--- src/hw/rail_seq_defines.vh ---
`ifndef RAIL_SEQ_DEFINES_VH
`define RAIL_SEQ_DEFINES_VH

// ----------------------------------------------------------------------
// Register offsets on the plain register port
// ----------------------------------------------------------------------
`define SEQ_CONFIG_OFFSET            5'h01
`define SEQ_STATUS_OFFSET            5'h02
`define BOOST_RAIL_CONTROL_OFFSET    5'h08
`define STEP_DOWN_A_DELAY_OFFSET     5'h09
`define STEP_DOWN_B_DELAY_OFFSET     5'h0a
`define BOOST_DELAY_OFFSET           5'h0b
`define GENERAL_OUTPUT_A_DELAY_OFFSET 5'h0c

// ----------------------------------------------------------------------
// Reset values
// ----------------------------------------------------------------------
`define BOOST_RAIL_CONTROL_RESET     8'h08
`define SEQUENCE_DELAY_RESET         8'h00
`define SEQ_CONFIG_RESET             8'h00

// ----------------------------------------------------------------------
// Field positions
// ----------------------------------------------------------------------
`define BOOST_LEVEL_MSB              7
`define BOOST_LEVEL_LSB              6
`define BOOST_GATE_MSB               2
`define BOOST_GATE_LSB               1
`define BOOST_ON_BIT                 0
`define FALL_WAIT_MSB                7
`define FALL_WAIT_LSB                4
`define RISE_WAIT_MSB                3
`define RISE_WAIT_LSB                0
`define DELAY_SCALE_BIT              0

// ----------------------------------------------------------------------
// Pin gating codes
// ----------------------------------------------------------------------
`define GATE_NONE                    2'h0
`define GATE_PIN_ONE                 2'h1
`define GATE_PIN_TWO                 2'h2
`define GATE_PIN_THREE               2'h3

// ----------------------------------------------------------------------
// Boost output level in millivolts per code
// ----------------------------------------------------------------------
`define BOOST_LEVEL_0_MV             13'h1324
`define BOOST_LEVEL_1_MV             13'h1388
`define BOOST_LEVEL_2_MV             13'h13ec
`define BOOST_LEVEL_3_MV             13'h1450

// ----------------------------------------------------------------------
// Timing
// ----------------------------------------------------------------------
`define CLK_FREQ_MHZ                 125
`define DELAY_STEP_TIME_US           500
`define DELAY_STEP_CYCLES            (`DELAY_STEP_TIME_US * `CLK_FREQ_MHZ)

`endif

--- src/hw/rail_enable_delay_sequencer.v ---
// Decided for this implementation: the plain strobed port.

`include "rail_seq_defines.vh"

module rail_enable_delay_sequencer #(
  parameter STEP_CYCLES = `DELAY_STEP_CYCLES,
  parameter PW          = 17
) (
  input  wire        sys_clk,
  input  wire        reset,
  input  wire [4:0]  reg_addr,
  input  wire [7:0]  reg_wdata,
  input  wire        reg_write,
  input  wire        reg_read,
  output reg  [7:0]  reg_rdata,
  input  wire [1:0]  otp_boost_level,
  input  wire        ctl_pin_one,
  input  wire        ctl_pin_two,
  input  wire        ctl_pin_three,
  input  wire        step_down_a_ctl,
  input  wire        step_down_b_ctl,
  input  wire        general_output_a_ctl,
  output wire        step_down_a_on,
  output wire        step_down_b_on,
  output wire        boost_on,
  output wire        general_output_a_on,
  output wire        boost_ctl,
  output wire [1:0]  boost_level_sel,
  output reg  [12:0] boost_level_mv
);

  // ----------------------------------------------------------------------
  // Constants
  // ----------------------------------------------------------------------
  localparam NCH = 4;

  // ----------------------------------------------------------------------
  // Registers and state
  // ----------------------------------------------------------------------
  reg  [7:0]     boost_rail_control;
  reg  [7:0]     seq_config;
  reg  [7:0]     seq_delay [0:NCH-1];
  reg            level_loaded;
  reg  [2:0]     pin_meta;
  reg  [2:0]     pin_sync;
  wire [NCH-1:0] ctl_vec;
  wire [NCH-1:0] rail_out_vec;
  wire [NCH-1:0] pending_vec;
  reg            gate_pin;
  wire           delay_scale;
  integer        i;

  assign delay_scale     = seq_config[`DELAY_SCALE_BIT];
  assign boost_level_sel = boost_rail_control[`BOOST_LEVEL_MSB:`BOOST_LEVEL_LSB];

  // ----------------------------------------------------------------------
  // Enable pin synchronisers
  // ----------------------------------------------------------------------

  // Two flip-flops per pin; only the second stage is read by logic.
  always @(posedge sys_clk or posedge reset) begin
    if (reset) begin
      pin_meta <= 3'h0;
      pin_sync <= 3'h0;
    end else begin
      pin_meta <= {ctl_pin_three, ctl_pin_two, ctl_pin_one};
      pin_sync <= pin_meta;
    end
  end

  // ----------------------------------------------------------------------
  // Boost control gating
  // ----------------------------------------------------------------------

  // Select the pin that gates the boost on bit, or none.
  always @* begin
    case (boost_rail_control[`BOOST_GATE_MSB:`BOOST_GATE_LSB])
      `GATE_NONE:      gate_pin = 1'b1;
      `GATE_PIN_ONE:   gate_pin = pin_sync[0];
      `GATE_PIN_TWO:   gate_pin = pin_sync[1];
      `GATE_PIN_THREE: gate_pin = pin_sync[2];
      default:         gate_pin = 1'b0;
    endcase
  end

  // The on bit alone decides when ungated, and is ANDed with a pin otherwise.
  assign boost_ctl = boost_rail_control[`BOOST_ON_BIT] & gate_pin;

  // Control signals of the four sequenced outputs.
  assign ctl_vec = {general_output_a_ctl, boost_ctl, step_down_b_ctl, step_down_a_ctl};

  // ----------------------------------------------------------------------
  // Boost level decode
  // ----------------------------------------------------------------------

  // Convert the level code into the regulated target in millivolts.
  always @* begin
    case (boost_level_sel)
      2'h0:    boost_level_mv = `BOOST_LEVEL_0_MV;
      2'h1:    boost_level_mv = `BOOST_LEVEL_1_MV;
      2'h2:    boost_level_mv = `BOOST_LEVEL_2_MV;
      2'h3:    boost_level_mv = `BOOST_LEVEL_3_MV;
      default: boost_level_mv = `BOOST_LEVEL_0_MV;
    endcase
  end

  // ----------------------------------------------------------------------
  // Register writes
  // ----------------------------------------------------------------------

  // The level field is taken from the programmed input at the first edge
  // after reset release; a write in that same cycle takes priority.
  always @(posedge sys_clk or posedge reset) begin
    if (reset) begin
      boost_rail_control <= `BOOST_RAIL_CONTROL_RESET;
      seq_config         <= `SEQ_CONFIG_RESET;
      level_loaded       <= 1'b0;
      for (i = 0; i < NCH; i = i + 1) begin
        seq_delay[i] <= `SEQUENCE_DELAY_RESET;
      end
    end else begin
      if (!level_loaded) begin
        level_loaded <= 1'b1;
        boost_rail_control[`BOOST_LEVEL_MSB:`BOOST_LEVEL_LSB] <= otp_boost_level;
      end
      if (reg_write) begin
        case (reg_addr)
          `SEQ_CONFIG_OFFSET:             seq_config <= {7'h00, reg_wdata[0]};
          `BOOST_RAIL_CONTROL_OFFSET:     boost_rail_control <= reg_wdata;
          `STEP_DOWN_A_DELAY_OFFSET:      seq_delay[0] <= reg_wdata;
          `STEP_DOWN_B_DELAY_OFFSET:      seq_delay[1] <= reg_wdata;
          `BOOST_DELAY_OFFSET:            seq_delay[2] <= reg_wdata;
          `GENERAL_OUTPUT_A_DELAY_OFFSET: seq_delay[3] <= reg_wdata;
          default: begin
          end
        endcase
      end
    end
  end

  // ----------------------------------------------------------------------
  // Register reads
  // ----------------------------------------------------------------------

  // Read data appear one cycle after the strobe; unmapped addresses read zero.
  always @(posedge sys_clk or posedge reset) begin
    if (reset) begin
      reg_rdata <= 8'h00;
    end else if (reg_read) begin
      case (reg_addr)
        `SEQ_CONFIG_OFFSET:             reg_rdata <= seq_config;
        `SEQ_STATUS_OFFSET:             reg_rdata <= {pending_vec, rail_out_vec};
        `BOOST_RAIL_CONTROL_OFFSET:     reg_rdata <= boost_rail_control;
        `STEP_DOWN_A_DELAY_OFFSET:      reg_rdata <= seq_delay[0];
        `STEP_DOWN_B_DELAY_OFFSET:      reg_rdata <= seq_delay[1];
        `BOOST_DELAY_OFFSET:            reg_rdata <= seq_delay[2];
        `GENERAL_OUTPUT_A_DELAY_OFFSET: reg_rdata <= seq_delay[3];
        default:                        reg_rdata <= 8'h00;
      endcase
    end
  end

  // ----------------------------------------------------------------------
  // Delay sequencers, one per output
  // ----------------------------------------------------------------------

  // Step-down A rail, timed from its own control input.
  rail_delay_channel #(
    .STEP_CYCLES (STEP_CYCLES),
    .PW          (PW)
  ) u_step_down_a_seq (
    .sys_clk     (sys_clk),
    .reset       (reset),
    .ctl         (ctl_vec[0]),
    .rise_code   (seq_delay[0][`RISE_WAIT_MSB:`RISE_WAIT_LSB]),
    .fall_code   (seq_delay[0][`FALL_WAIT_MSB:`FALL_WAIT_LSB]),
    .delay_scale (delay_scale),
    .rail_out    (rail_out_vec[0]),
    .pending     (pending_vec[0])
  );

  // Step-down B rail, timed from its own control input.
  rail_delay_channel #(
    .STEP_CYCLES (STEP_CYCLES),
    .PW          (PW)
  ) u_step_down_b_seq (
    .sys_clk     (sys_clk),
    .reset       (reset),
    .ctl         (ctl_vec[1]),
    .rise_code   (seq_delay[1][`RISE_WAIT_MSB:`RISE_WAIT_LSB]),
    .fall_code   (seq_delay[1][`FALL_WAIT_MSB:`FALL_WAIT_LSB]),
    .delay_scale (delay_scale),
    .rail_out    (rail_out_vec[1]),
    .pending     (pending_vec[1])
  );

  // Boost rail, timed from the gated boost control.
  rail_delay_channel #(
    .STEP_CYCLES (STEP_CYCLES),
    .PW          (PW)
  ) u_boost_seq (
    .sys_clk     (sys_clk),
    .reset       (reset),
    .ctl         (ctl_vec[2]),
    .rise_code   (seq_delay[2][`RISE_WAIT_MSB:`RISE_WAIT_LSB]),
    .fall_code   (seq_delay[2][`FALL_WAIT_MSB:`FALL_WAIT_LSB]),
    .delay_scale (delay_scale),
    .rail_out    (rail_out_vec[2]),
    .pending     (pending_vec[2])
  );

  // General output A, timed from its own control input.
  rail_delay_channel #(
    .STEP_CYCLES (STEP_CYCLES),
    .PW          (PW)
  ) u_general_output_a_seq (
    .sys_clk     (sys_clk),
    .reset       (reset),
    .ctl         (ctl_vec[3]),
    .rise_code   (seq_delay[3][`RISE_WAIT_MSB:`RISE_WAIT_LSB]),
    .fall_code   (seq_delay[3][`FALL_WAIT_MSB:`FALL_WAIT_LSB]),
    .delay_scale (delay_scale),
    .rail_out    (rail_out_vec[3]),
    .pending     (pending_vec[3])
  );

  // Sequenced outputs, each straight from its flip-flop.
  assign step_down_a_on      = rail_out_vec[0];
  assign step_down_b_on      = rail_out_vec[1];
  assign boost_on            = rail_out_vec[2];
  assign general_output_a_on = rail_out_vec[3];

endmodule // rail_enable_delay_sequencer

// ----------------------------------------------------------------------
// One sequenced output: times each control edge, then passes the level on
// ----------------------------------------------------------------------

// The control level is compared with the last level seen on every edge.
// A change starts a new delay, so a glitch that returns within the delay
// re-times and ends with no output change at all.
// The prescaler divides the clock into half-millisecond steps and runs
// only while a change is pending, which keeps the output quiet between
// transitions and saves toggling in the long idle periods.
// The code and the scale are captured at the control edge, so a register
// write during a running delay only affects the next transition.
// A code of zero passes the new level on at the edge itself.
// The step count is five bits wide, enough for fifteen 1 ms steps.
// Users must keep PW wide enough to hold STEP_CYCLES minus one.
module rail_delay_channel #(
  parameter STEP_CYCLES = `DELAY_STEP_CYCLES,
  parameter PW          = 17
) (
  input  wire       sys_clk,
  input  wire       reset,
  input  wire       ctl,
  input  wire [3:0] rise_code,
  input  wire [3:0] fall_code,
  input  wire       delay_scale,
  output reg        rail_out,
  output reg        pending
);

  // ----------------------------------------------------------------------
  // Constants
  // ----------------------------------------------------------------------
  localparam integer  STEP_LAST_INT = STEP_CYCLES - 1;
  localparam [PW-1:0] STEP_LAST     = STEP_LAST_INT[PW-1:0];

  // ----------------------------------------------------------------------
  // State
  // ----------------------------------------------------------------------
  reg           last_ctl;
  reg  [4:0]    remain;
  reg  [PW-1:0] presc;
  wire [3:0]    code;
  wire [4:0]    wait_units;
  wire          step_tick;

  // Pick the rising or falling code for the edge now seen.
  assign code = ctl ? rise_code : fall_code;

  // Half-millisecond units: code, or twice the code in 1 ms mode.
  assign wait_units = delay_scale ? {code, 1'b0} : {1'b0, code};

  // One-cycle enable at the end of each half-millisecond step.
  assign step_tick = (presc == STEP_LAST);

  // Time the latest control edge and then pass the level to the output.
  always @(posedge sys_clk or posedge reset) begin
    if (reset) begin
      last_ctl <= 1'b0;
      rail_out <= 1'b0;
      pending  <= 1'b0;
      remain   <= 5'h00;
      presc    <= {PW{1'b0}};
    end else if (ctl != last_ctl) begin
      // A fresh edge restarts timing and drops any pending change.
      last_ctl <= ctl;
      presc    <= {PW{1'b0}};
      remain   <= wait_units;
      if (wait_units == 5'h00) begin
        rail_out <= ctl;
        pending  <= 1'b0;
      end else begin
        pending  <= 1'b1;
      end
    end else if (pending) begin
      // Count whole steps; the last one applies the timed level.
      if (step_tick) begin
        presc  <= {PW{1'b0}};
        remain <= remain - 5'h01;
        if (remain == 5'h01) begin
          rail_out <= last_ctl;
          pending  <= 1'b0;
        end
      end else begin
        presc <= presc + {{(PW-1){1'b0}}, 1'b1};
      end
    end
  end

endmodule // rail_delay_channel

--- config.mk ---
export PLATFORM = sky130hd
export DESIGN_NAME = rail_enable_delay_sequencer
export DESIGN_NICKNAME = d
export VERILOG_FILES = /design/src/hw/rail_enable_delay_sequencer.v
export VERILOG_INCLUDE_DIRS = /design/src /design/src/hw
export SDC_FILE = /design/constraint.sdc
export NUM_CORES = 1
export LEC_CHECK = 0
export ABC_AREA = 1
export BUFFER_PORTS_ARGS = -buffer_cell sky130_fd_sc_hd__buf_2
export CAP_MARGIN = 20
export CORE_MARGIN = 5
export CORE_UTILIZATION = 55
export CTS_CLUSTER_SIZE = 20
export DETAILED_ROUTE_END_ITERATION = 6
export GPL_ROUTABILITY_DRIVEN = 0
export GPL_TIMING_DRIVEN = 0
export PLACE_DENSITY = 0.84
export SLEW_MARGIN = 40
export SYNTH_ARGS = -nofsm -noshare
export SYNTH_HDL_FRONTEND = slang
export SYNTH_SLANG_ARGS = --single-unit
--- constraint.sdc ---
create_clock -name sys_clk -period 6.1 [get_ports sys_clk]
set_clock_uncertainty 0.15 [all_clocks]
set_input_delay 0.305 -clock sys_clk [delete_from_list [all_inputs] [get_ports sys_clk]]
set_output_delay 0.305 -clock sys_clk [all_outputs]
set_load 0.05 [all_outputs]
==> results.tsv, run 1 <==
metric	value	unit
fin_cells	1450	
path_cells	inv_1, nand3b_1, nand3_2, inv_1, ha_1, nand2_2, nand2_2, nor2_2, nand3_1, nand2_1, nand2_1, a31oi_1	
syn_area	8850	sq um
syn_inst	1143	
antenna_found_initial	0	
htreeDepth	4	
cts.sinks	156	
die_width	137	microns
worst_slack	3530	ps
synth-async-reset-ratio	100	%
slowest_delay	400	ps
synth_top_area_share	43.8	%
crit_arrival	2770	ps
cp-start-kind	flip-flop	
route.detailed.drc	0	
p_per_area	390	nW/um^2
vdd_drop_max	222	uV
numCtsBuffers	17	
ios	53	
ys_seq_area_share	44.1	%
crit_type	flip-flop to flip-flop	
critical_path.top_delay_family	simple AND/OR/NAND/NOR gates	
yosys_register_bits	156	
placed_cells	1412	
syn_avg_cell_area	7.74	sq um
fin_crit	2570	ps
final-hold-violation-count	0	
grt_pass1_vias	7492	
synthTopCellsByArea	dfrtp_1 44%, nand2_1 11%, o21ai_0 6.1%	
wire_per_inst	14.6	microns
antenna_cells	0	
overflow	0	
grt_pass1_wl	35900	microns
clock_latency	440	ps
cp_max_fo	10	
setup.worst_path.end_class	flip-flop	
yosys.area.top_type	dfrtp_1	
die_area	18700	sq um
hold_class	input pin to flip-flop	
area_growth	15.0	%
nNetsFinal	1270	
totalWireLength	21200	microns
die_h	137	microns
core	15800	sq um
status	complete, no violations	
hpwl	15200	microns
critPathBufInv	2	
synth_edf_count	0	
num_vias	7949	
initial_utilization	55.9	%
dp_slack	3540	ps
ant_nets	0	
portBuffers	48	
rows	46	
grt_setup_unrepaired	false	
cap_viol_max_count	0	
synth_ff_type	dfrtp_1	
clk_pin_slew	60	ps
grtUsageTotal	24.0	%
post_cts_resized	0	
drt_first_pass_iters	5	
cts_root_buf	clkbuf_16	
cts_tree	done	
drtIter0Drc	704	
slowest_stage	dfrtp_1	
synthDistinctLibCells	51	
grt_max_degree	61	
fin_crit_sh	42.1	%
leakage	4.73	nW
critPathRequiredTime	6300	ps
max_freq	389	MHz
drive_above_1_share	13.4	%
finalMaxSlewViolations	0	
ys_warn_count	0	
vias_per_cell	5.48	
hold_slack	6.21	ps
finalSetupViolations	0	
cts_buffer_depth	2	
-- final timing paths --
check / startpoint / end / slack, ps / cells past startpoint
min in group asynchronous: reset / u_boost_seq.pending / 270 / 3
hold / removal: reg_read / reg_rdata[5] / 6 / 2
setup / recovery: boost_rail_control[2] / u_boost_seq.presc[12] / 3530 / 12
setup reg to reg: boost_rail_control[2] / u_boost_seq.presc[12] / 3530 / 12
max in group asynchronous: reset / boost_rail_control[3] / 4890 / 4
hold reg to reg: pin_meta[2] / pin_sync[2] / 200 / 0
-- sequential cells by signal, summed over array words and instances (netlist names), 3 cells and up --
name,flops
u_step_down_a_seq.presc,17
u_step_down_b_seq.presc,17
u_boost_seq.remain,5
reg_rdata,8
pin_sync,3
u_step_down_b_seq.remain,5
seq_delay,32
u_general_output_a_seq.presc,17
u_general_output_a_seq.remain,5
u_step_down_a_seq.remain,5
pin_meta,3
boost_rail_control,8
u_boost_seq.presc,17
-- routing by layer --
layer | vias to the layer above | routed length [microns] | global-route usage (%)
li1 | 3899 | - | -
met5 | - | 0 | 0
met1 | 3765 | 9450 | 33.0
met4 | 0 | 361 | 6.26
met2 | 251 | 9920 | 38.4
met3 | 34 | 1500 | 5.81
-- cell families (layout without fill, tap and decap cells) --
| logic type | Yosys count | in the layout | share of synthesized area [%] |
|---|---|---|---|
| adder cells (fa/ha/maj) | 24 | 24 | 3.39 |
| multiplexers | 4 | 4 | 0.453 |
| AND/OR/NAND/NOR | 550 | 550 | 28.2 |
| flip-flops | 156 | 156 | 44.1 |
| other | 2 | 5 | 0.0849 |
| XOR/XNOR | 20 | 20 | 1.98 |
| buffers and inverters | 186 | 274 | 9.25 |
| AO/OA/AOI/OAI | 201 | 201 | 12.5 |
-- worst reg2reg max path: stages (launching register included) --
cell,delay (ps)
dfrtp_1,400
inv_1,150
nand3b_1,250
nand3_2,210
inv_1,90
ha_1,360
nand2_2,230
nand2_2,90
nor2_2,210
nand3_1,100
nand2_1,70
nand2_1,50
a31oi_1,130
-- layout by cell type (no fill, tap or decap), types with 7 or more instances in the layout --
master,n
a21oi_1,27
a31oi_1,8
buf_2,59
buf_4,14
clkbuf_16,17
dfrtp_1,155
ha_1,24
inv_1,138
inv_2,11
nand2_1,255
nand2_2,7
nand3_1,72
nand4_1,40
nor2_1,111
nor3_1,32
nor3_2,8
o21ai_0,108
o21ai_1,28
o22ai_1,8
xor2_1,18
-- what timing repair did --
| action | in CTS | in global routing |
|---|---|---|
| buffers inserted | 0 | 0 |
| hold endpoints to repair | 45 | 0 |
| setup endpoints to repair | 0 | 0 |
| hold buffers | 6 | 0 |
-- cell usage after synthesis (3+ instances only) --
cell and n:
nand4_1 40, or2_2 5, nand2_2 7, nor2_2 5
nor3b_1 4, clkbuf_1 3, inv_1 139, a21oi_1 27
a211oi_1 5, o21ai_0 108, o21ai_1 28, o211ai_1 5
nor2_1 111, buf_6 4, mux2i_1 4, a31oi_1 8
inv_2 11, nor3_1 32, buf_2 11, xor2_1 18
o22ai_1 8, dfrtp_1 155, nor3_2 8, ha_1 24
nand2_1 255, buf_4 14, nand3_1 72
-- final cells by class --
class | count | area (sq um)
plain buffers | 33 | 231
clock buffers | 21 | 470
clock inverters | 11 | 213
fillers | 1331 | 5650
inverters | 153 | 594
multi-input cells | 804 | 4140
flip-flops and latches | 156 | 3910
well taps | 216 | 270
repair buffers | 56 | 355
-- metrics by stage --
step	area, sq um	util [%]	TNS [ps]	total power [mW]
3_3_place_gp	9370	59.2	-44380	2.68
5_1_grt	10200	64.3	0	4.23
6_report	10200	64.3	0	3.97
2_1_floorplan	8860	-	0	2.40
4_1_cts	10200	64.3	0	3.98
3_5_place_dp	9430	59.6	0	2.74
-- report_power, final --
| part | internal, mW | leakage [nW] | switching [mW] |
|---|---|---|---|
| sequential | 1.23 | 2.05 | 0.174 |
| combinational | 0.442 | 2.35 | 0.902 |
| clock | 0.798 | 0.325 | 0.423 |
Power figures use the tool's default switching activity.
==> run 2, diff against run 1 <==
- clock period: 6.1 -> 2.7 ns (I/O delays scaled with it)
==> results.tsv, run 2 (same netlist as run 1, synthesis figures left out) <==
metric	value	unit
crit_arrival	2660	ps
hold_path_depth	4	
fin_crit_sh	91.2	%
die_h	137	microns
slowest_stage	dfrtp_1	
antenna_found_initial	0	
path_cells	inv_1, nand3b_1, nand3_2, inv_1, ha_2, nand2_4, nand2_2, nor2_4, nand3_1, nand2_1, nand2_1, a31oi_1	
critPathRequiredTime	2900	ps
total_power	8.95	mW
crit_type	flip-flop to flip-flop	
drt_first_pass_iters	5	
nNetsFinal	1294	
hold_slack	16.9	ps
fin_crit	2460	ps
placed_cells	1418	
finalMaxSlewViolations	0	
cts.sinks	156	
cp-start-kind	flip-flop	
ios	53	
num_vias	8119	
overflow	0	
hold_class	input pin to flip-flop	
grt_pass1_wl	36000	microns
drive_above_1_share	13.8	%
cp_max_fo	10	
cts_root_buf	clkbuf_16	
largest_reg_flops	32	
layout_commonest_cell	nand2_1	
drtIter0Drc	674	
setup.worst_path.end_class	flip-flop	
grt_pass1_vias	7788	
vias_per_cell	5.51	
max_freq	406	MHz
leakage	4.86	nW
clk_pin_slew	60	ps
die_width	137	microns
cts_buffer_depth	2	
holdPathEnd	u_step_down_a_seq.last_ctl	
grt_setup_unrepaired	false	
placed_area	9580	sq um
rows	46	
hpwl	15600	microns
r2r_slack	240	ps
critical_path.top_delay_family	simple AND/OR/NAND/NOR gates	
vdd_drop_max	507	uV
antenna_cells	0	
route.detailed.drc	0	
final_cell_mix	255 x nand2_1, 155 x dfrtp_1, 138 x inv_1	
wire_per_inst	14.6	microns
core	15800	sq um
cap_viol_max_count	0	
die_area	18700	sq um
final-hold-violation-count	0	
p_per_area	852	nW/um^2
critPathBufInv	2	
numCtsBuffers	17	
grtUsageTotal	24.0	%
portBuffers	48	
status	complete, no violations	
hp-start	step_down_a_ctl	
design_area	10500	sq um
area_growth	18.6	%
rr_endpoint	u_boost_seq.presc[12]	
cts_tree	done	
largest_register	seq_delay	
ant_nets	0	
rr_startpoint	boost_rail_control[2]	
finalSetupViolations	0	
clock_latency	430	ps
r2r_cells	12	
fin_cells	1474	
grt_max_degree	25	
htreeDepth	4	
slowest_delay	410	ps
final_core_util	66.3	%
totalWireLength	21500	microns
initial_utilization	55.9	%
-- run 2: cell count changes in the layout (fill, tap and decap cells not counted), sizes merged --
cell	change
clkinvlp	+1
dlygate4sd3	+17
buf	+7
inv	-1
bufinv	-1
clkbuf	+1
-- run 2: final cells by class --
cell class / count / area (sq um)
Fill cell: 1281 / 5330
Multi-Input combinational cell: 804 / 4150
Clock inverter: 10 / 186
Sequential cell: 156 / 3910
Timing Repair Buffer: 80 / 686
Inverter: 153 / 591
Tap cell: 216 / 270
Buffer: 33 / 231
Clock buffer: 22 / 474
-- run 2: worst max path at each step --
stage	endpoint	from	slack, ps	depth (start not counted)
after floorplan	u_boost_seq.presc[8]	boost_rail_control[1]	250	12
after global placement	u_step_down_a_seq.presc[13]	reset	-520	2
after detailed placement	u_boost_seq.presc[12]	boost_rail_control[1]	120	13
after CTS	u_boost_seq.presc[12]	boost_rail_control[1]	50	13
after global routing	u_boost_seq.presc[12]	boost_rail_control[1]	20	13
final	u_boost_seq.presc[12]	boost_rail_control[2]	240	12
-- run 2: routing by layer --
metal / global-route usage [%] / vias up / part of all wire (%)
li1: - / 3961 / -
met1: 32.0 / 3789 / 44
met2: 38.8 / 319 / 47
met3: 5.92 / 50 / 7.8
met4: 7.37 / 0 / 1.9
met5: 0 / - / 0
-- run 2: power breakdown --
part	switching [mW]	internal, mW	leakage (nW)
clock	0.963	1.71	0.313
sequential	0.391	2.77	2.05
combinational	2.06	1.05	2.50
total	3.42	5.53	4.86
-- run 2: worst register-to-register path, stage by stage (launching register included) --
cell and delay, ps:
dfrtp_1 410, inv_1 160, nand3b_1 230, nand3_2 200, inv_1 90, ha_2 330
nand2_4 160, nand2_2 100, nor2_4 180, nand3_1 90, nand2_1 60, nand2_1 60
a31oi_1 160
-- run 2: stage by stage --
stage / setup TNS, ps / setup WS [ps]
floorplan: 0 / 247
global placement: -78350 / -521
detailed placement: 0 / 120
CTS: 0 / 52.4
global route: 0 / 23.0
finish: 0 / 239
-- run 2: timing repair --
| action | 4_1_cts | 5_1_grt |
|---|---|---|
| hold buffers | 23 | 0 |
| endpoints found under the setup margin | 0 | 7 |
| buffers inserted | 0 | 1 |
| endpoints found under the hold margin | 110 | 0 |
| gates resized for setup | 0 | 4 |
==> run 3, diff against run 2 <==
- CELL_PAD_IN_SITES_DETAIL_PLACEMENT: not set -> 0
- CELL_PAD_IN_SITES_GLOBAL_PLACEMENT: not set -> 1
- CORE_UTILIZATION: 55 -> 47
- CTS_BUF_LIST: not set -> sky130_fd_sc_hd__clkbuf_8
- PLACE_DENSITY: 0.84 -> 0.93
==> results.tsv, run 3 (same netlist as run 1, synthesis figures left out) <==
metric	value	unit
r2r_slack	200	ps
cap_viol_max_count	0	
p_per_area	777	nW/um^2
max_freq	400	MHz
crit_type	flip-flop to flip-flop	
die_width	147	microns
clock_latency	450	ps
rr_endpoint	u_boost_seq.presc[10]	
wire_per_inst	14.2	microns
fillers	1771	
hold_class	input pin to async pin	
die_area	21700	sq um
cts.sinks	156	
slowest_stage	dfrtp_1	
grt_pass1_wl	35600	microns
drive_above_1_share	13.5	%
finalSetupViolations	0	
tns	0	ps
antenna_cells	0	
grt_pass1_vias	7251	
placed_area	9520	sq um
core	18600	sq um
area_growth	14.9	%
vdd_drop_max	315	uV
cts_root_buf	clkbuf_8	
ant_nets	0	
crit_top_cell	inv_1	
portBuffers	48	
ios	53	
initial_utilization	47.5	%
final-hold-violation-count	0	
antenna_found_initial	0	
leakage	4.70	nW
hpwl	15800	microns
final_cell_mix	255 x nand2_1, 155 x dfrtp_1, 138 x inv_1	
vias_per_cell	5.22	
clk_pin_slew	90	ps
drt_first_pass_iters	5	
path_cells	inv_1, nand3b_1, nand3_2, inv_1, ha_1, nand2_4, nand2_2, nor2_4, nand2_1, a221oi_1	
totalWireLength	21200	microns
overflow	0	
cts_buffer_depth	2	
grt_setup_unrepaired	false	
largest_register	seq_delay	
fin_crit_sh	92.5	%
cp_max_fo	10	
grtUsageTotal	20.0	%
fin_crit	2500	ps
cp-start-kind	flip-flop	
r2r_cells	10	
design_area	10200	sq um
largest_reg_flops	32	
critPathRequiredTime	2900	ps
rows	50	
cts_setup_buffers	0	
htreeDepth	4	
grt_max_degree	26	
route.detailed.drc	0	
numCtsBuffers	17	
layout_commonest_cell	nand2_1	
num_vias	7778	
drtIter0Drc	582	
crit_arrival	2700	ps
finalMaxSlewViolations	0	
cts_tree	done	
nNetsFinal	1293	
die_h	147	microns
setup.worst_path.end_class	flip-flop	
status	complete, no violations	
slowest_delay	410	ps
rr_startpoint	boost_rail_control[2]	
-- run 3: worst max-delay path, delay by kind of cell, from the launching register on --
family	cells	cell delay, ps
buffers and inverters	2	200
AO/OA/AOI/OAI	1	280
flip-flops	1	410
adder cells (fa/ha/maj)	1	390
AND/OR/NAND/NOR	6	950
-- run 3: per-layer routing --
metal / up-vias / part of all wire, % / GRT usage (%)
li1: 3966 / - / -
met1: 3617 / 50 / 29.3
met2: 177 / 44 / 30.4
met3: 18 / 5.2 / 4.41
met4: 0 / 0.96 / 4.33
met5: - / 0 / 0
-- run 3: layout make-up --
class | count | area [sq um] | share of cell area [%]
Sequential cell | 156 | 3910 | 38.4
Clock buffer | 19 | 262 | 2.57
Buffer | 33 | 231 | 2.28
Clock inverter | 13 | 119 | 1.17
Tap cell | 234 | 293 | 2.88
Multi-Input combinational cell | 804 | 4150 | 40.8
Inverter | 153 | 591 | 5.81
Timing Repair Buffer | 79 | 618 | 6.08
-- run 3: how the worst max path moves through the flow --
stage	from	endpoint	slack (ps)	cells past startpoint
2_1_floorplan	boost_rail_control[1]	u_boost_seq.presc[8]	250	12
3_3_place_gp	reset	u_step_down_a_seq.presc[13]	-620	2
3_5_place_dp	boost_rail_control[2]	u_boost_seq.presc[8]	220	11
4_1_cts	boost_rail_control[2]	u_boost_seq.presc[10]	120	10
5_1_grt	boost_rail_control[1]	u_boost_seq.presc[12]	30	13
6_report	boost_rail_control[2]	u_boost_seq.presc[10]	200	10
-- run 3: power by group --
part | switching, mW | total [mW] | internal (mW)
registers | 0.382 | 3.15 | 2.77
clock network | 0.919 | 1.70 | 0.780
logic | 2.02 | 3.05 | 1.03
total | 3.32 | 7.89 | 4.57
-- run 3: through the flow --
| stage | utilization (%) | instances | setup slack, ps | hold WS (ps) | total power [mW] |
|---|---|---|---|---|---|
| final | 54.5 | 1491 | 201 | 100 | 7.89 |
| after global routing | 54.5 | 1491 | 28.3 | 113 | 8.50 |
| after CTS | 54.5 | 1491 | 125 | 96.2 | 7.95 |
| after detailed placement | 51.1 | 1434 | 222 | 44.7 | 6.20 |
| after global placement | 50.4 | 1428 | -622 | 94.1 | 6.13 |
| after floorplan | - | 1146 | 247 | 16.4 | 5.42 |
-- run 3: timing repair --
item,CTS,global route
endpoints found under the setup margin,0,4
gates resized for setup,0,2
hold endpoints to repair,134,0
hold buffers,25,0
